$ cat config.mk
export PLATFORM = sky130hd
export DESIGN_NAME = pso_top
export DESIGN_NICKNAME = d
export VERILOG_FILES = /design/src/logic/pso_pkg.sv /design/src/logic/pso_sync.sv /design/src/logic/pso_top.sv
export SDC_FILE = /design/constraint.sdc
export NUM_CORES = 1
export LEC_CHECK = 0
export BUFFER_PORTS_ARGS = -buffer_cell sky130_fd_sc_hd__clkbuf_2
export CAP_MARGIN = 5
export CORE_UTILIZATION = 25
export CTS_BUF_LIST = sky130_fd_sc_hd__clkbuf_8
export DETAILED_ROUTE_END_ITERATION = 10
export GPL_TIMING_DRIVEN = 0
export HOLD_SLACK_MARGIN = 0.02
export PLACE_DENSITY = 0.5
export SETUP_SLACK_MARGIN = 0.3
export SYNTH_ARGS = -nofsm -noshare
export SYNTH_HDL_FRONTEND = slang
export SYNTH_SLANG_ARGS = --single-unit
$ cat constraint.sdc
create_clock -name pclk -period 1.9 [get_ports pclk]
set_clock_uncertainty 0.1 [all_clocks]
set_input_delay 0.38 -clock pclk [delete_from_list [all_inputs] [get_ports pclk]]
set_output_delay 0.38 -clock pclk [all_outputs]
set_load 0.01 [all_outputs]
$ cat src/logic/pso_pkg.sv
// Purpose: Shared constants, field layouts and types of the status output selector.
// Assumes: 32-bit APB data, 12-bit APB byte addresses, one aligned word per register.
// Notes:   Each loop's mode field holds the top five data bits of a serial word.
package pso_pkg;

  // Serial word layout: data bits R[19:0] above a two-bit address.
  localparam int unsigned WORD_W     = 22;
  localparam int unsigned ADDR_W     = 2;
  localparam int unsigned MODE_W     = 5;
  localparam int unsigned MODE_LSB   = 17;
  localparam int unsigned MODE_MSB   = 21;
  localparam logic [1:0]  ADDR_AUX   = 2'h0;
  localparam logic [1:0]  ADDR_MAIN  = 2'h2;

  // Indices of the pin inputs inside the synchroniser vector.
  localparam int unsigned IN_W       = 10;
  localparam int unsigned IN_SCLK    = 0;
  localparam int unsigned IN_SDATA   = 1;
  localparam int unsigned IN_LE      = 2;
  localparam int unsigned IN_MLOCK   = 3;
  localparam int unsigned IN_ALOCK   = 4;
  localparam int unsigned IN_MREF    = 5;
  localparam int unsigned IN_AREF    = 6;
  localparam int unsigned IN_MFB     = 7;
  localparam int unsigned IN_AFB     = 8;
  localparam int unsigned IN_CPBUSY  = 9;
  // Reset level of the synchroniser; load enable idles high, every other pin low.
  localparam logic [IN_W-1:0] IN_RST = 10'h004;

  // APB register byte offsets.
  localparam logic [11:0] OFS_CTRL   = 12'h000;
  localparam logic [11:0] OFS_MODE   = 12'h004;
  localparam logic [11:0] OFS_STATUS = 12'h008;
  localparam logic [11:0] OFS_MASK   = 12'h00c;
  localparam logic [11:0] OFS_WORD   = 12'h010;

  // Field positions and reset values.
  localparam int unsigned EV_W       = 4;
  localparam int unsigned EV_LOADED  = 0;
  localparam int unsigned EV_FAST_ON = 1;
  localparam int unsigned EV_FAST_OFF = 2;
  localparam int unsigned EV_LOCK_LOST = 3;
  localparam int unsigned CTRL_ACCEPT = 0;
  localparam int unsigned MODE_MAIN_LSB = 5;
  localparam int unsigned MODE_FUNC_LSB = 16;
  localparam logic        CTRL_RST   = 1'h1;
  localparam logic [3:0]  MASK_RST   = 4'h0;

  // One loop's mode bits, R19 down to R15.
  typedef struct packed {
    logic sel_hi;
    logic sel_lo;
    logic cp_tri;
    logic cp_4x;
    logic pd_pol;
  } pso_mode_t;

  localparam pso_mode_t MODE_RST = '0;

  // Status pin function, one-hot.
  typedef enum logic [11:0] {
    F_DIS      = 12'h001,
    F_LD_AUX   = 12'h002,
    F_LD_MAIN  = 12'h004,
    F_LD_BOTH  = 12'h008,
    F_REF_AUX  = 12'h010,
    F_REF_MAIN = 12'h020,
    F_FB_AUX   = 12'h040,
    F_FB_MAIN  = 12'h080,
    F_FAST     = 12'h100,
    F_RST_AUX  = 12'h200,
    F_RST_MAIN = 12'h400,
    F_RST_ALL  = 12'h800
  } pso_func_t;

endpackage

$ cat src/logic/pso_sync.sv
// Purpose: Two-flip-flop synchroniser for a vector of independent levels.
// Assumes: Each bit is an unrelated level; no bus coherency is implied.
// Notes:   The first stage feeds only the second stage.
`timescale 1ns/100ps
module pso_sync #(
  parameter int unsigned  W   = 1,
  parameter logic [W-1:0] RST = '0 // Reset level of both stages, per bit.
) (
  input  wire logic         pclk,     // System clock.
  input  wire logic         presetn,  // Asynchronous reset, active low.
  input  wire logic [W-1:0] async_i,  // Levels from outside the clock domain.
  output logic      [W-1:0] sync_o    // Synchronised levels.
);

  logic [W-1:0] meta_r;

  // Both stages take the idle level under reset, so no false edge follows release.
  always_ff @(posedge pclk or negedge presetn) begin
    if (!presetn) begin
      meta_r <= RST;
      sync_o <= RST;
    end else begin
      meta_r <= async_i;
      sync_o <= meta_r;
    end
  end

endmodule // pso_sync

$ cat src/logic/pso_top.sv
// Purpose: Status pin function decoder, counter reset and fast acquisition control,
//          with the three-wire serial loader and an APB register window.
// Assumes: Serial clock far slower than pclk; lock and divider inputs are levels.
// Notes:   Behaviour
// Behaviour
// - Lower bits pick disabled or lock detect.
// - One upper bit shows that loop's reference divider.
// - Aux lower set shows feedback divider instead.
// - Both upper, lowers clear: open-drain fast switch.
// - Aux reset pattern resets aux counters, hiz pump.
// - Main reset pattern resets main counters, hiz pump.
// - All set resets everything, both pumps hiz.
// - Lock detect pin released high while locked.
// - Combined lock needs both loops locked.
// - Fast acquisition when main gain high, pattern set.
// - Counters leave reset together, aligned.
// - Serial bit taken on serial clock rising edge.
// - Fast acquisition uses four times pump current.
// - Gain drop applied only between pump pulses.
// - Loader keeps working during power-down.
`timescale 1ns/100ps
module pso_top #(
  parameter int unsigned WORD_W = pso_pkg::WORD_W
) (
  input  wire logic        pclk,               // System clock, 100 MHz.
  input  wire logic        presetn,            // Asynchronous reset, active low.
  input  wire logic        psel,               // APB select.
  input  wire logic        penable,            // APB enable.
  input  wire logic        pwrite,             // APB direction, high for write.
  input  wire logic [11:0] paddr,              // APB byte address.
  input  wire logic [31:0] pwdata,             // APB write data.
  output logic      [31:0] prdata,             // APB read data.
  output logic             pready,             // APB ready.
  output logic             pslverr,            // APB error for unmapped address.
  output logic             irq_o,              // Level interrupt.
  input  wire logic        ser_clk_i,          // Serial clock from host.
  input  wire logic        ser_data_i,         // Serial data from host.
  input  wire logic        ser_le_i,           // Serial load enable from host.
  input  wire logic        main_lock_i,        // Main loop lock level.
  input  wire logic        aux_lock_i,         // Aux loop lock level.
  input  wire logic        main_ref_div_i,     // Main reference divider output.
  input  wire logic        aux_ref_div_i,      // Aux reference divider output.
  input  wire logic        main_fb_div_i,      // Main feedback divider output.
  input  wire logic        aux_fb_div_i,       // Aux feedback divider output.
  input  wire logic        main_cp_busy_i,     // Main charge pump pulse in progress.
  output logic             status_out_pin_o,   // Status pin output value.
  output logic             status_out_pin_oe,  // Status pin output enable.
  output logic             main_ref_cnt_rst_o, // Main reference counter reset.
  output logic             main_fb_cnt_rst_o,  // Main feedback counter reset.
  output logic             aux_ref_cnt_rst_o,  // Aux reference counter reset.
  output logic             aux_fb_cnt_rst_o,   // Aux feedback counter reset.
  output logic             main_cp_hiz_o,      // Main charge pump high impedance.
  output logic             aux_cp_hiz_o,       // Aux charge pump high impedance.
  output logic             main_cp_gain_4x_o,  // Main charge pump current times four.
  output logic             aux_cp_gain_4x_o,   // Aux charge pump current times four.
  output logic             main_pd_pol_o,      // Main phase detector polarity.
  output logic             aux_pd_pol_o,       // Aux phase detector polarity.
  output logic             fast_acq_o          // Fast acquisition active.
);

  logic [pso_pkg::IN_W-1:0] in_s;
  logic                     sclk_d_r;
  logic                     le_d_r;
  logic [WORD_W-1:0]        shift_r;
  logic [WORD_W-1:0]        word_r;
  pso_pkg::pso_mode_t       main_mode_r;
  pso_pkg::pso_mode_t       aux_mode_r;
  logic                     main_gain_r;
  logic                     aux_gain_r;
  logic                     fast_r;
  logic                     ld_ok_r;
  logic                     ctrl_accept_r;
  logic [pso_pkg::EV_W-1:0] status_r;
  logic [pso_pkg::EV_W-1:0] status_nxt;
  logic [pso_pkg::EV_W-1:0] mask_r;
  logic [31:0]              prdata_r;

  // Pins pass two flip-flops before any logic reads them.
  pso_sync #(.W (pso_pkg::IN_W), .RST (pso_pkg::IN_RST)) u_sync (
    .pclk    (pclk),
    .presetn (presetn),
    .async_i ({main_cp_busy_i, aux_fb_div_i, main_fb_div_i, aux_ref_div_i, main_ref_div_i,
               aux_lock_i, main_lock_i, ser_le_i, ser_data_i, ser_clk_i}),
    .sync_o  (in_s)
  );

  // Named views of the synchronised inputs and their edges.
  wire sclk_s   = in_s[pso_pkg::IN_SCLK];
  wire sdata_s  = in_s[pso_pkg::IN_SDATA];
  wire le_s     = in_s[pso_pkg::IN_LE];
  wire mlock_s  = in_s[pso_pkg::IN_MLOCK];
  wire alock_s  = in_s[pso_pkg::IN_ALOCK];
  wire cpbusy_s = in_s[pso_pkg::IN_CPBUSY];
  wire sclk_rise = sclk_s & ~sclk_d_r;
  wire le_rise   = le_s & ~le_d_r;
  wire shift_en  = sclk_rise & ~le_s;
  wire load_en   = le_rise & ctrl_accept_r;
  wire [1:0] word_addr = shift_r[pso_pkg::ADDR_W-1:0];
  wire [pso_pkg::MODE_W-1:0] word_mode = shift_r[pso_pkg::MODE_MSB:pso_pkg::MODE_LSB];

  // Edge detector history of serial clock and load enable.
  always_ff @(posedge pclk or negedge presetn) begin
    if (!presetn) begin
      sclk_d_r <= 1'b0;
      le_d_r   <= 1'b1; // Idle level of load enable, so reset fakes no load.
    end else begin
      sclk_d_r <= sclk_s;
      le_d_r   <= le_s;
    end
  end

  // Shift register; new bits enter at the bottom so the first bit ends on top.
  always_ff @(posedge pclk or negedge presetn) begin
    if (!presetn) begin
      shift_r <= '0;
    end else if (shift_en) begin
      shift_r <= {shift_r[WORD_W-2:0], sdata_s};
    end
  end

  // The load edge latches the word into the addressed mode register, power-down or not.
  always_ff @(posedge pclk or negedge presetn) begin
    if (!presetn) begin
      main_mode_r <= pso_pkg::MODE_RST;
      aux_mode_r  <= pso_pkg::MODE_RST;
      word_r      <= '0;
    end else if (load_en) begin
      word_r <= shift_r;
      if (word_addr == pso_pkg::ADDR_MAIN) begin
        main_mode_r <= pso_pkg::pso_mode_t'(word_mode);
      end
      if (word_addr == pso_pkg::ADDR_AUX) begin
        aux_mode_r <= pso_pkg::pso_mode_t'(word_mode);
      end
    end
  end

  // Maps the four select bits onto one pin function.
  function automatic pso_pkg::pso_func_t pso_decode(input logic m_hi, input logic a_hi,
                                                    input logic m_lo, input logic a_lo);
    pso_pkg::pso_func_t f;
    f = pso_pkg::F_DIS;
    case ({m_hi, a_hi})
      2'b00: begin
        f = m_lo ? (a_lo ? pso_pkg::F_LD_BOTH : pso_pkg::F_LD_MAIN)
                 : (a_lo ? pso_pkg::F_LD_AUX : pso_pkg::F_DIS);
      end
      2'b01: begin
        f = a_lo ? pso_pkg::F_FB_AUX : pso_pkg::F_REF_AUX;
      end
      2'b10: begin
        f = a_lo ? pso_pkg::F_FB_MAIN : pso_pkg::F_REF_MAIN;
      end
      2'b11: begin
        f = m_lo ? (a_lo ? pso_pkg::F_RST_ALL : pso_pkg::F_RST_MAIN)
                 : (a_lo ? pso_pkg::F_RST_AUX : pso_pkg::F_FAST);
      end
      default: begin
        f = pso_pkg::F_DIS;
      end
    endcase
    return f;
  endfunction

  // Function select and the per-loop reset demands.
  pso_pkg::pso_func_t func;
  assign func = pso_decode(main_mode_r.sel_hi, aux_mode_r.sel_hi,
                           main_mode_r.sel_lo, aux_mode_r.sel_lo);
  wire rst_main = (func == pso_pkg::F_RST_MAIN) | (func == pso_pkg::F_RST_ALL);
  wire rst_aux  = (func == pso_pkg::F_RST_AUX) | (func == pso_pkg::F_RST_ALL);
  wire fast_nxt = (func == pso_pkg::F_FAST) & main_gain_r;

  // Lock qualification for the selected lock-detect mode.
  wire is_ld = (func == pso_pkg::F_LD_AUX) | (func == pso_pkg::F_LD_MAIN) |
               (func == pso_pkg::F_LD_BOTH);
  wire ld_ok = (func == pso_pkg::F_LD_AUX)  ? alock_s :
               (func == pso_pkg::F_LD_MAIN) ? mlock_s :
               (mlock_s & alock_s);

  // Pin drive: open drain pulls low, divider views are push-pull.
  wire drv_div = (func == pso_pkg::F_REF_AUX) | (func == pso_pkg::F_REF_MAIN) |
                 (func == pso_pkg::F_FB_AUX) | (func == pso_pkg::F_FB_MAIN);
  wire div_val = (func == pso_pkg::F_REF_AUX)  ? in_s[pso_pkg::IN_AREF] :
                 (func == pso_pkg::F_REF_MAIN) ? in_s[pso_pkg::IN_MREF] :
                 (func == pso_pkg::F_FB_AUX)   ? in_s[pso_pkg::IN_AFB] :
                 in_s[pso_pkg::IN_MFB];
  wire pin_oe_nxt = drv_div | (is_ld & ~ld_ok) | fast_nxt;
  wire pin_o_nxt  = drv_div & div_val;

  // Gain changes take effect only while no pump pulse is in flight.
  always_ff @(posedge pclk or negedge presetn) begin
    if (!presetn) begin
      main_gain_r <= 1'b0;
      aux_gain_r  <= 1'b0;
    end else if (!cpbusy_s) begin
      main_gain_r <= main_mode_r.cp_4x;
      aux_gain_r  <= aux_mode_r.cp_4x;
    end
  end

  // Registered pin, reset and pump controls; one reset drives both counters of a loop.
  always_ff @(posedge pclk or negedge presetn) begin
    if (!presetn) begin
      status_out_pin_o   <= 1'b0;
      status_out_pin_oe  <= 1'b0;
      main_ref_cnt_rst_o <= 1'b0;
      main_fb_cnt_rst_o  <= 1'b0;
      aux_ref_cnt_rst_o  <= 1'b0;
      aux_fb_cnt_rst_o   <= 1'b0;
      main_cp_hiz_o      <= 1'b0;
      aux_cp_hiz_o       <= 1'b0;
      fast_r             <= 1'b0;
      ld_ok_r            <= 1'b0;
    end else begin
      status_out_pin_o   <= pin_o_nxt;
      status_out_pin_oe  <= pin_oe_nxt;
      main_ref_cnt_rst_o <= rst_main;
      main_fb_cnt_rst_o  <= rst_main;
      aux_ref_cnt_rst_o  <= rst_aux;
      aux_fb_cnt_rst_o   <= rst_aux;
      main_cp_hiz_o      <= rst_main | main_mode_r.cp_tri;
      aux_cp_hiz_o       <= rst_aux | aux_mode_r.cp_tri;
      fast_r             <= fast_nxt;
      ld_ok_r            <= is_ld & ld_ok;
    end
  end

  // Pump gain, polarity and fast state outputs.
  assign main_cp_gain_4x_o = main_gain_r;
  assign aux_cp_gain_4x_o  = aux_gain_r;
  assign main_pd_pol_o     = main_mode_r.pd_pol;
  assign aux_pd_pol_o      = aux_mode_r.pd_pol;
  assign fast_acq_o        = fast_r;

  // APB decode; the slave answers in the first access cycle.
  wire apb_setup = psel & ~penable;
  wire apb_acc   = psel & penable;
  wire hit_ctrl  = (paddr == pso_pkg::OFS_CTRL);
  wire hit_mode  = (paddr == pso_pkg::OFS_MODE);
  wire hit_stat  = (paddr == pso_pkg::OFS_STATUS);
  wire hit_mask  = (paddr == pso_pkg::OFS_MASK);
  wire hit_word  = (paddr == pso_pkg::OFS_WORD);
  wire hit_any   = hit_ctrl | hit_mode | hit_stat | hit_mask | hit_word;
  wire wr_en     = apb_acc & pwrite & hit_any;
  wire [31:0] mode_view = (32'(func) << pso_pkg::MODE_FUNC_LSB) |
                          (32'(main_mode_r) << pso_pkg::MODE_MAIN_LSB) | 32'(aux_mode_r);
  wire [31:0] rd_mux = hit_ctrl ? 32'(ctrl_accept_r) :
                       hit_mode ? mode_view :
                       hit_stat ? 32'(status_r) :
                       hit_mask ? 32'(mask_r) :
                       hit_word ? 32'(word_r) : 32'h0000_0000;
  assign pready  = 1'b1;
  assign pslverr = apb_acc & ~hit_any;
  assign prdata  = prdata_r;

  // Events: word loaded, fast entry, fast exit, lock lost; set wins over clear.
  wire [pso_pkg::EV_W-1:0] ev_set = {ld_ok_r & ~(is_ld & ld_ok), fast_r & ~fast_nxt,
                                     fast_nxt & ~fast_r, load_en};
  wire [pso_pkg::EV_W-1:0] ev_clr = (wr_en & hit_stat) ? pwdata[pso_pkg::EV_W-1:0] : '0;
  assign status_nxt = (status_r & ~ev_clr) | ev_set;
  assign irq_o      = |(status_r & mask_r);

  // Register file and read data capture in the setup cycle.
  always_ff @(posedge pclk or negedge presetn) begin
    if (!presetn) begin
      ctrl_accept_r <= pso_pkg::CTRL_RST;
      mask_r        <= pso_pkg::MASK_RST;
      status_r      <= '0;
      prdata_r      <= 32'h0000_0000;
    end else begin
      status_r <= status_nxt;
      if (wr_en && hit_ctrl) begin
        ctrl_accept_r <= pwdata[pso_pkg::CTRL_ACCEPT];
      end
      if (wr_en && hit_mask) begin
        mask_r <= pwdata[pso_pkg::EV_W-1:0];
      end
      if (apb_setup) begin
        prdata_r <= rd_mux;
      end
    end
  end

  // Checks on the decoded outputs.
  property p_disabled;
    @(posedge pclk) disable iff (!presetn)
    (func == pso_pkg::F_DIS) |=> !status_out_pin_oe;
  endproperty
  a_disabled: assert property (p_disabled) else $error("Disabled pin is driven.");

  property p_ref_main;
    @(posedge pclk) disable iff (!presetn)
    (func == pso_pkg::F_REF_MAIN) |=>
      (status_out_pin_oe && status_out_pin_o == $past(in_s[pso_pkg::IN_MREF]));
  endproperty
  a_ref_main: assert property (p_ref_main) else $error("Reference view wrong.");

  property p_fb_aux;
    @(posedge pclk) disable iff (!presetn)
    (func == pso_pkg::F_FB_AUX) |=>
      (status_out_pin_oe && status_out_pin_o == $past(in_s[pso_pkg::IN_AFB]));
  endproperty
  a_fb_aux: assert property (p_fb_aux) else $error("Feedback view wrong.");

  property p_fast_pin;
    @(posedge pclk) disable iff (!presetn)
    fast_acq_o |-> (status_out_pin_oe && !status_out_pin_o && $past(main_cp_gain_4x_o));
  endproperty
  a_fast_pin: assert property (p_fast_pin) else $error("Fast switch not pulling low.");

  property p_rst_aux;
    @(posedge pclk) disable iff (!presetn)
    (func == pso_pkg::F_RST_AUX) |=> (aux_ref_cnt_rst_o && aux_cp_hiz_o && !main_fb_cnt_rst_o);
  endproperty
  a_rst_aux: assert property (p_rst_aux) else $error("Aux reset missing.");

  property p_rst_main;
    @(posedge pclk) disable iff (!presetn)
    (func == pso_pkg::F_RST_MAIN) |=> (main_fb_cnt_rst_o && main_cp_hiz_o && !aux_ref_cnt_rst_o);
  endproperty
  a_rst_main: assert property (p_rst_main) else $error("Main reset missing.");

  property p_rst_all;
    @(posedge pclk) disable iff (!presetn)
    (func == pso_pkg::F_RST_ALL) |=> (main_ref_cnt_rst_o && aux_fb_cnt_rst_o &&
                                     main_cp_hiz_o && aux_cp_hiz_o);
  endproperty
  a_rst_all: assert property (p_rst_all) else $error("Full reset missing.");

  property p_ld_locked;
    @(posedge pclk) disable iff (!presetn)
    ((func == pso_pkg::F_LD_MAIN) && mlock_s) |=> !status_out_pin_oe;
  endproperty
  a_ld_locked: assert property (p_ld_locked) else $error("Locked pin pulled low.");

  property p_ld_both;
    @(posedge pclk) disable iff (!presetn)
    ((func == pso_pkg::F_LD_BOTH) && !(mlock_s && alock_s)) |=>
      (status_out_pin_oe && !status_out_pin_o);
  endproperty
  a_ld_both: assert property (p_ld_both) else $error("Combined lock shown wrongly.");

  property p_fast_on;
    @(posedge pclk) disable iff (!presetn)
    ((func == pso_pkg::F_FAST) && main_gain_r) |=> fast_acq_o;
  endproperty
  a_fast_on: assert property (p_fast_on) else $error("Fast acquisition not entered.");

  property p_align;
    @(posedge pclk) disable iff (!presetn)
    (main_ref_cnt_rst_o == main_fb_cnt_rst_o) && (aux_ref_cnt_rst_o == aux_fb_cnt_rst_o);
  endproperty
  a_align: assert property (p_align) else $error("Counters leave reset apart.");

  property p_shift;
    @(posedge pclk) disable iff (!presetn)
    shift_en |=> (shift_r[0] == $past(sdata_s));
  endproperty
  a_shift: assert property (p_shift) else $error("Serial bit not captured.");

  property p_gain_sync;
    @(posedge pclk) disable iff (!presetn)
    (main_gain_r != $past(main_gain_r)) |-> ($past(cpbusy_s) == 1'b0);
  endproperty
  a_gain_sync: assert property (p_gain_sync) else $error("Gain changed mid pulse.");

endmodule // pso_top

==> results of run 1 <==
-- final timing paths --
| kind | from | cells past startpoint | slack (ns) | end |
|---|---|---|---|---|
| max in group asynchronous | presetn | 3 | 0.70 | main_mode_r[4] |
| min in group asynchronous | presetn | 2 | 0.25 | prdata[7] |
| worst min-delay path | pwdata[1] | 2 | 0.11 | mask_r[1] |
| worst max-delay path | main_mode_r[4] | 5 | 0.01 | status_out_pin_o |
| worst max register to register | main_mode_r[4] | 5 | 0.01 | status_out_pin_o |
| worst min register to register | u_sync.meta_r[7] | 0 | 0.25 | u_sync.sync_o[7] |
-- metrics by stage --
stage | util, % | instances | cell area, µm² | setup WS, ns
final | 35.63 | 794 | 7003 | 0.01121
after global routing | 35.63 | 794 | 7003 | -0.05337
after CTS | 34.74 | 790 | 6828 | 0.02982
after detailed placement | 30.26 | 723 | 5948 | -0.4791
after global placement | 30.08 | 722 | 5912 | -1.499
after floorplan | - | 384 | 5215 | -0.09264
-- synthesized netlist by cell type, types with 3 or more instances --
library cell and instances:
a21oi_1 3, a22oi_1 14, nor4_1 3, dfrtp_1 119, clkbuf_1 11, o21ai_0 13
o221ai_1 3, inv_1 8, nor3_1 4, nand2_1 43, mux2_4 4, buf_4 9
a22o_1 7, dfstp_2 4, buf_6 3, mux2_2 55, mux2i_1 3, ha_1 6
or3_1 3, nor2_1 9, nand3b_1 9, nand2b_1 4, nand3_1 6, nor4_4 3
-- final cells by class --
class	count	area, µm²
clock inverter	14	201.4
tap	265	331.6
multi-input combinational	229	2051
buffer	24	239.0
clock buffer	18	247.7
timing repair buffer	113	817.0
inverter	8	30.03
fill	1984	12650
sequential	123	3085
-- power groups by stage --
| stage | registers [mW] | logic, mW | clock network, mW |
|---|---|---|---|
| 6_report | 2.81 | 0.333 | 2.61 |
| 5_1_grt | 2.83 | 0.369 | 2.79 |
| 4_1_cts | 2.81 | 0.328 | 2.68 |
| 3_5_place_dp | 2.85 | 0.288 | 0 |
| 3_3_place_gp | 2.85 | 0.273 | 0 |
| 2_1_floorplan | 2.83 | 0.159 | 0 |
-- routing by layer --
metal  vias to the layer above  share of wire [%]  wire length [µm]
li1                       1621                  -                 -
met1                      1766                 47              5776
met2                        88                 46              5759
met3                        16                5.4               665
met4                         0                1.7               208
met5                         -                  0                 0
-- kinds of logic (layout without fill, tap and decap cells) --
kind of cell / after synthesis / in the layout / synth area share (%)
simple gates: 101 / 101 / 11.54
mux: 62 / 62 / 14.05
other cells: 2 / 5 / 0.1487
buf+inv: 32 / 177 / 3.567
compound gates: 55 / 55 / 8.175
flops: 123 / 123 / 61.04
fa+ha+maj: 6 / 6 / 1.486
-- what timing repair did --
item / in CTS / in global routing
gates resized for setup: 37 / 46
cloned: 1 / 1
setup buffers: 23 / 3
pin swaps: 17 / 14
setup endpoints to repair: 88 / 79
hold buffers: 11 / 0
hold endpoints to repair: 25 / 0
-- placed cells by master (no fill, tap or decap), types with 4 or more instances in the layout --
master,netlist,routed
a22oi_2,0,8
ha_1,6,4
buf_6,3,13
inv_2,0,4
clkinv_2,0,4
nand3b_1,9,9
conb_1,2,5
a22o_1,7,7
dlygate4sd3_1,0,11
buf_4,9,29
buf_8,0,8
inv_1,8,6
nor4_4,3,4
nand2_1,43,41
mux2_4,4,8
nand3_1,6,4
a22oi_1,14,6
nor2_1,9,8
dfstp_2,4,4
mux2_2,55,51
clkbuf_2,0,66
bufinv_16,0,5
o21ai_0,13,6
clkbuf_8,0,21
dfrtp_1,119,117
-- state kept, by name, indices dropped and copies added (netlist names), 4 cells and up --
signal	flops
aux_mode_r	4
u_sync.sync_o	10
shift_r	22
prdata	28
main_mode_r	4
status_r	4
u_sync.meta_r	10
mask_r	4
word_r	22
==> flow_metrics.tcl, run 1 <==
set metrics [dict create \
    outcome "complete, no violations" \
    finalPower_mw 5.748 \
    cellPowerDensity_nw_per_um2 820.8 \
    vias 3491 \
    post-route-min-period_ns 1.889 \
    cap_violations 0 \
    gp_congestion 0.7831 \
    dieWidth_um 144.1 \
    wl_per_cell_um 15.63 \
    power_frac_comb_pct 5.8 \
    pin_count 107 \
    synth-edff-count 0 \
    core_area_um2 19650 \
    die_area_um2 20780 \
    io_buffers 73 \
    ys_ff_latch 123 \
    max_slew_margin_pct 64.78 \
    routed_wl_um 12410 \
    synth_warnings 0 \
    nets 581 \
    drtAntennaViolNets 0 \
    slowest_stage "or4_4" \
    p_sw_share_pct 22.06 \
    ys_types 49 \
    synth_top_area_share_pct 58.95 \
    rsz0062_at_grt "true" \
    crit_chain "buf_4 -> ha_1 -> or4_4 -> o21bai_1 -> a31oi_1" \
    cts_buffer_depth 2 \
    drt_iter0_drc 114 \
    critPathKind "reg -> reg" \
    grt_pass1_wl_um 19460 \
    met1_usage_pct 16.82 \
    setup_tns_ns 0 \
    track_usage_pct 12.73 \
    chipHeight_um 144.1 \
    syn-cell-area_um2 5051 \
    max_freq_ghz 0.5294 \
    root_buffer "clkbuf_8" \
    drive_gt1_share_pct 50.47 \
    antenna_found_initial 0 \
    period_share_pct 99.41 \
    p_seq_share_pct 48.9 \
    start_util_pct 25.70 \
    slew_viol_final 0 \
    crit_required_ns 2.15 \
    use_met3_pct 3.841 \
    antenna_cells 0 \
    hold_viol 0 \
    irDropWorstVdd_mv 0.4030 \
    startpoint_type "register" \
    cpPeakStageDelay_ns 0.58 \
    drc 0 \
    grt_overflow 0 \
    critPathBufInv 1 \
    p_leak_nw 3.403 \
    tightest_slew_ns 0.5284 \
    met2_usage_pct 19.55 \
    async_flop_share_pct 100.0 \
    path_delay_family "simple AND/OR/NAND/NOR gates" \
    worstSkewPairLatency_ns 0.43 \
    syn-instance-count 381 \
    avgSynthCellArea_um2 13.26 \
    hold_path.class "in -> reg" \
    htreeDepth 4 \
    internal_power_mw 4.480 \
    critPathMaxFanout 3 \
    p_switching_mw 1.268 \
    synth_area_leader_cell "dfrtp_1" \
    hpwl_um 8501 \
    p_clk_share_pct 45.3 \
    grt_most_used_layer "met2" \
    path_clk_slew_ns 0.07 \
    synthTopCellsByArea "dfrtp_1 59%, mux2_2 12%, nand2_1 3.2%" \
    cts_tree "built" \
    drt_first_pass_iters 5 \
    cp.arrival_ns 2.14 \
    cts_buffers 17 \
    critPathCaptureType "register" \
    clock_sinks 123 \
    grt_max_degree 109 \
    grt_pass1_vias 3562 \
    area.growth.synth_to_final_pct 38.64 \
    setup_viol 0 \
    holdWs_ns 0.1084 \
    routed_via_density 4.397 \
    synth-main-ff-cell "dfrtp_1" \
    ys_seq_area_share_pct 61.04 \
    num_rows 51 \
]
Note: power is estimated with default switching activity, not from simulation.
==> inputs of run 2 (changes only) <==
Settings changed: REMOVE_ABC_BUFFERS set to 1.
==> flow_metrics.tcl, run 2 (same netlist as run 1, synthesis figures left out) <==
set metrics [dict create \
    vias 3485 \
    regArea_um2 3085 \
    period_share_pct 94.17 \
    drt_first_pass_iters 5 \
    io_buffers 73 \
    clock_sinks 123 \
    routed_via_density 4.474 \
    stdcell_area_um2 6899 \
    area.growth.synth_to_final_pct 36.59 \
    multi_input_area_um2 2054 \
    max_slew_margin_pct 53.83 \
    antenna_cells 0 \
    wl_per_cell_um 16.00 \
    rsz0062_at_grt "true" \
    crit_required_ns 2.15 \
    cts_buffer_depth 2 \
    cellPowerDensity_nw_per_um2 804.3 \
    path_clk_slew_ns 0.08 \
    finalNonFillerCells 779 \
    num_rows 51 \
    startpoint_type "register" \
    die_area_um2 20780 \
    cap_violations 0 \
    critPathCaptureType "register" \
    drt_iter0_drc 113 \
    dp_cells 703 \
    core_area_um2 19650 \
    routed_wl_um 12460 \
    p_leak_nw 3.334 \
    cts_buffers 17 \
    hold_path.class "in -> reg" \
    setup_viol 0 \
    placed_cell_area_um2 5728 \
    hpwl_um 8172 \
    n_fill_cell 1956 \
    start_util_pct 25.70 \
    antenna_found_initial 0 \
    track_usage_pct 12.82 \
    post-route-min-period_ns 1.789 \
    chipHeight_um 144.1 \
    critPathKind "reg -> reg" \
    irDropWorstVdd_mv 0.3757 \
    cp.arrival_ns 2.04 \
    worstSkewPairLatency_ns 0.43 \
    dieWidth_um 144.1 \
    grt_overflow 0 \
    final_core_util_pct 35.10 \
    final_common_cell "dfrtp_1" \
    slew_viol_final 0 \
    cts_tree "built" \
    final_cell_mix "117 x dfrtp_1, 68 x clkbuf_2, 43 x mux2_2" \
    root_buffer "clkbuf_8" \
    drive_gt1_share_pct 48.25 \
    drc 0 \
    nets 566 \
    grt_pass1_wl_um 19730 \
    drtAntennaViolNets 0 \
    htreeDepth 4 \
    largest_register_ffs 28 \
    grt_pass1_vias 3672 \
    grt_max_degree 90 \
    hold_viol 0 \
    pin_count 107 \
    critPathMaxFanout 4 \
    max_freq_ghz 0.5589 \
    gp_congestion 0.7622 \
    tightest_slew_ns 0.6873 \
    outcome "complete, no violations" \
]
## run 2: changes by cell type in the layout (fill, tap and decap cells not counted), moves of 3 or more
cell,previous run,this run
a22oi_2,8,3
buf_12,1,4
buf_4,29,19
a22oi_1,6,11
mux2_2,51,43
mux2_4,8,16
buf_8,8,2
## run 2: cell type report
| cell class | count | area share, % |
|---|---|---|
| inverter | 8 | 0.4353 |
| clock buffer | 19 | 3.790 |
| timing repair buffer | 122 | 14.27 |
| tap | 265 | 4.806 |
| sequential | 123 | 44.72 |
| multi-input combinational | 229 | 29.78 |
| clock inverter | 13 | 2.194 |
## run 2: final timing paths
check                                 start                to  slack, ns  depth (start not counted)
min in group asynchronous           presetn       status_r[2]       0.32                          2
max in group asynchronous           presetn     aux_mode_r[4]       0.65                          3
hold / removal                    pwdata[2]         mask_r[2]       0.10                          2
hold reg to reg            u_sync.meta_r[4]  u_sync.sync_o[4]       0.25                          0
setup reg to reg             main_mode_r[4]  status_out_pin_o       0.11                          5
setup / recovery             main_mode_r[4]  status_out_pin_o       0.11                          5
## run 2: per-layer routing
metal / vias to the layer above / wire (µm) / GRT usage [%] / part of all wire (%)
li1: 1594 / - / - / -
met1: 1802 / 5974 / 16.38 / 48
met2: 82 / 5750 / 20.16 / 46
met3: 7 / 621 / 4.603 / 5.0
met4: 0 / 116 / 4.044 / 0.93
met5: - / 0 / 0 / 0
## run 2: per-stage QoR
step	hold WS [ns]	setup slack, ns	setup TNS (ns)	total power [mW]
2_1_floorplan	-0.01559	-0.7821	-22.08	2.953
3_3_place_gp	0.2374	-1.934	-273.74	3.096
3_5_place_dp	0.2123	-0.9548	-29.27	3.124
4_1_cts	0.07402	0.09446	0	5.575
5_1_grt	0.08167	0.03572	0	5.818
6_report	0.1011	0.1107	0	5.549
## run 2: power breakdown
group	leakage (nW)	switching [mW]	internal [mW]
registers	1.63	0.0917	2.73
clock network	0.212	1.04	1.35
logic	1.49	0.159	0.181
## run 2: worst max-delay path: stages, from the launching register on
cell      delay, ns
dfrtp_2        0.43
buf_6          0.14
ha_2           0.19
or4_4          0.55
o21bai_1       0.17
a31oi_1        0.13
## run 2: what timing repair did
item	4_1_cts	5_1_grt
endpoints found under the setup margin	96	79
gates resized for setup	44	46
setup buffers	22	10
cloned	0	1
hold buffers	11	0
hold endpoints to repair	44	0
pin swaps	14	14
==> inputs of run 3 (changes only) <==
Settings changed: CORE_UTILIZATION 25 to 50, PLACE_DENSITY 0.5 to 0.83.
==> flow_metrics.tcl, run 3 (same netlist as run 1, synthesis figures left out) <==
set metrics [dict create \
    area.growth.synth_to_final_pct 30.89 \
    drt_first_pass_iters 5 \
    hpwl_um 6604 \
    finalNonFillerCells 647 \
    cp.arrival_ns 2.03 \
    max_freq_ghz 0.5531 \
    core_area_um2 9774 \
    startpoint_type "register" \
    irDropWorstVdd_mv 0.5999 \
    p_clk_share_pct 43.9 \
    grt_pass1_vias 3587 \
    p_seq_share_pct 50.5 \
    period_share_pct 95.17 \
    drt_iter0_drc 186 \
    path_clk_slew_ns 0.08 \
    hold_path.class "in -> reg" \
    min_to "mask_r[3]" \
    placed_cell_area_um2 5484 \
    worstSkewPairLatency_ns 0.44 \
    final_cell_mix "118 x dfrtp_1, 66 x clkbuf_2, 52 x mux2_2" \
    cp-startpoint "ctrl_accept_r" \
    post-route-min-period_ns 1.808 \
    grt_pass1_wl_um 17960 \
    grt_overflow 0 \
    chipHeight_um 102.5 \
    drive_gt1_share_pct 47.67 \
    slew_viol_final 0 \
    nets 566 \
    final_common_cell "dfrtp_1" \
    max_slew_margin_pct 40.78 \
    root_buffer "clkbuf_8" \
    cts_tree "built" \
    cpPeakStageDelay_ns 0.56 \
    antenna_found_initial 0 \
    num_rows 36 \
    cellPowerDensity_nw_per_um2 843.9 \
    routed_wl_um 12160 \
    path_delay_family "flip-flops" \
    dieWidth_um 102.5 \
    power_frac_comb_pct 5.6 \
    worstRegToRegCells 4 \
    fin_ws_ns 0.09186 \
    cts_buffers 17 \
    grt_max_degree 124 \
    setup_viol 0 \
    dp_cells 568 \
    critPathCaptureType "register" \
    reg2reg_slack_ns 0.09 \
    whs_path_depth 2 \
    stdcell_area_um2 6611 \
    min_from "pwdata[3]" \
    cts_buffer_depth 2 \
    routed_via_density 5.485 \
    vias 3549 \
    p_sw_share_pct 24.71 \
    io_buffers 73 \
    cap_violations 0 \
    hold_viol 0 \
    rr_endpoint "aux_mode_r[1]" \
    crit_required_ns 2.12 \
    slowest_stage "dfstp_2" \
    r2r_start "ctrl_accept_r" \
    critPathBufInv 1 \
    pin_count 107 \
    p_leak_nw 3.273 \
    start_util_pct 51.68 \
    clock_sinks 123 \
    crit_chain "nand3b_1 -> buf_4 -> nor3_4 -> mux2_4" \
    p_switching_mw 1.379 \
    gp_congestion 0.8539 \
    n_fill_cell 662 \
    wl_per_cell_um 18.80 \
    drtAntennaViolNets 0 \
    antenna_cells 0 \
    drc 0 \
    htreeDepth 4 \
    preCtsSetupSlack_ns -1.336 \
    die_area_um2 10510 \
    internal_power_mw 4.200 \
    tightest_slew_ns 0.8883 \
    critPathMaxFanout 4 \
    rsz0062_at_grt "true" \
    track_usage_pct 23.50 \
    critPathKind "reg -> reg" \
    largest_register_ffs 28 \
    outcome "complete, no violations" \
]
[run 3: power by group through the flow]
stage,Sequential (mW),Clock [mW],Combinational (mW)
floorplan,2.82,0,0.132
global placement,2.84,0,0.240
detailed placement,2.85,0,0.254
CTS,2.81,2.47,0.295
global route,2.83,2.60,0.344
finish,2.82,2.45,0.313
[run 3: area by class of cell]
class | instances | area (µm²) | area share, %
Timing Repair Buffer | 121 | 905.9 | 13.70
Clock buffer | 17 | 234.0 | 3.539
Inverter | 8 | 32.53 | 0.4921
Sequential cell | 123 | 3084 | 46.65
Tap cell | 133 | 166.4 | 2.517
Clock inverter | 15 | 188.9 | 2.858
Multi-Input combinational cell | 230 | 1999 | 30.24
[run 3: repair_timing]
action / 4_1_cts / 5_1_grt
endpoints found under the hold margin: 49 / 0
hold buffers: 11 / 0
setup buffers: 28 / 6
gates resized for setup: 31 / 31
endpoints found under the setup margin: 73 / 59
pin swaps: 12 / 24
gates cloned: 1 / 1
[run 3: layer usage]
metal | global-route usage [%] | vias to the layer above | share of wire, %
li1 | - | 1595 | -
met1 | 29.15 | 1774 | 41
met2 | 36.82 | 144 | 50
met3 | 7.932 | 36 | 6.3
met4 | 12.09 | 0 | 3.1
met5 | 0 | - | 0
[run 3: how the worst max path moves through the flow]
| stage | endpoint | slack [ns] | depth (start not counted) |
|---|---|---|---|
| 2_1_floorplan | shift_r[0] | -0.78 | 2 |
| 3_3_place_gp | shift_r[5] | -1.64 | 2 |
| 3_5_place_dp | aux_mode_r[1] | -1.34 | 3 |
| 4_1_cts | aux_mode_r[1] | 0.14 | 4 |
| 5_1_grt | aux_mode_r[2] | 0.05 | 4 |
| 6_report | aux_mode_r[1] | 0.09 | 4 |
[run 3: stage by stage]
stage          util [%]  TNS, ns  total power, mW  hold WS (ns)
5_1_grt           67.64        0            5.773       0.09185
3_5_place_dp      56.11   -42.42            3.101        0.2355
6_report          67.64        0            5.579       0.09963
2_1_floorplan         -   -22.08            2.953      -0.01559
4_1_cts           65.55        0            5.576       0.08049
3_3_place_gp      55.70  -234.14            3.084        0.2351
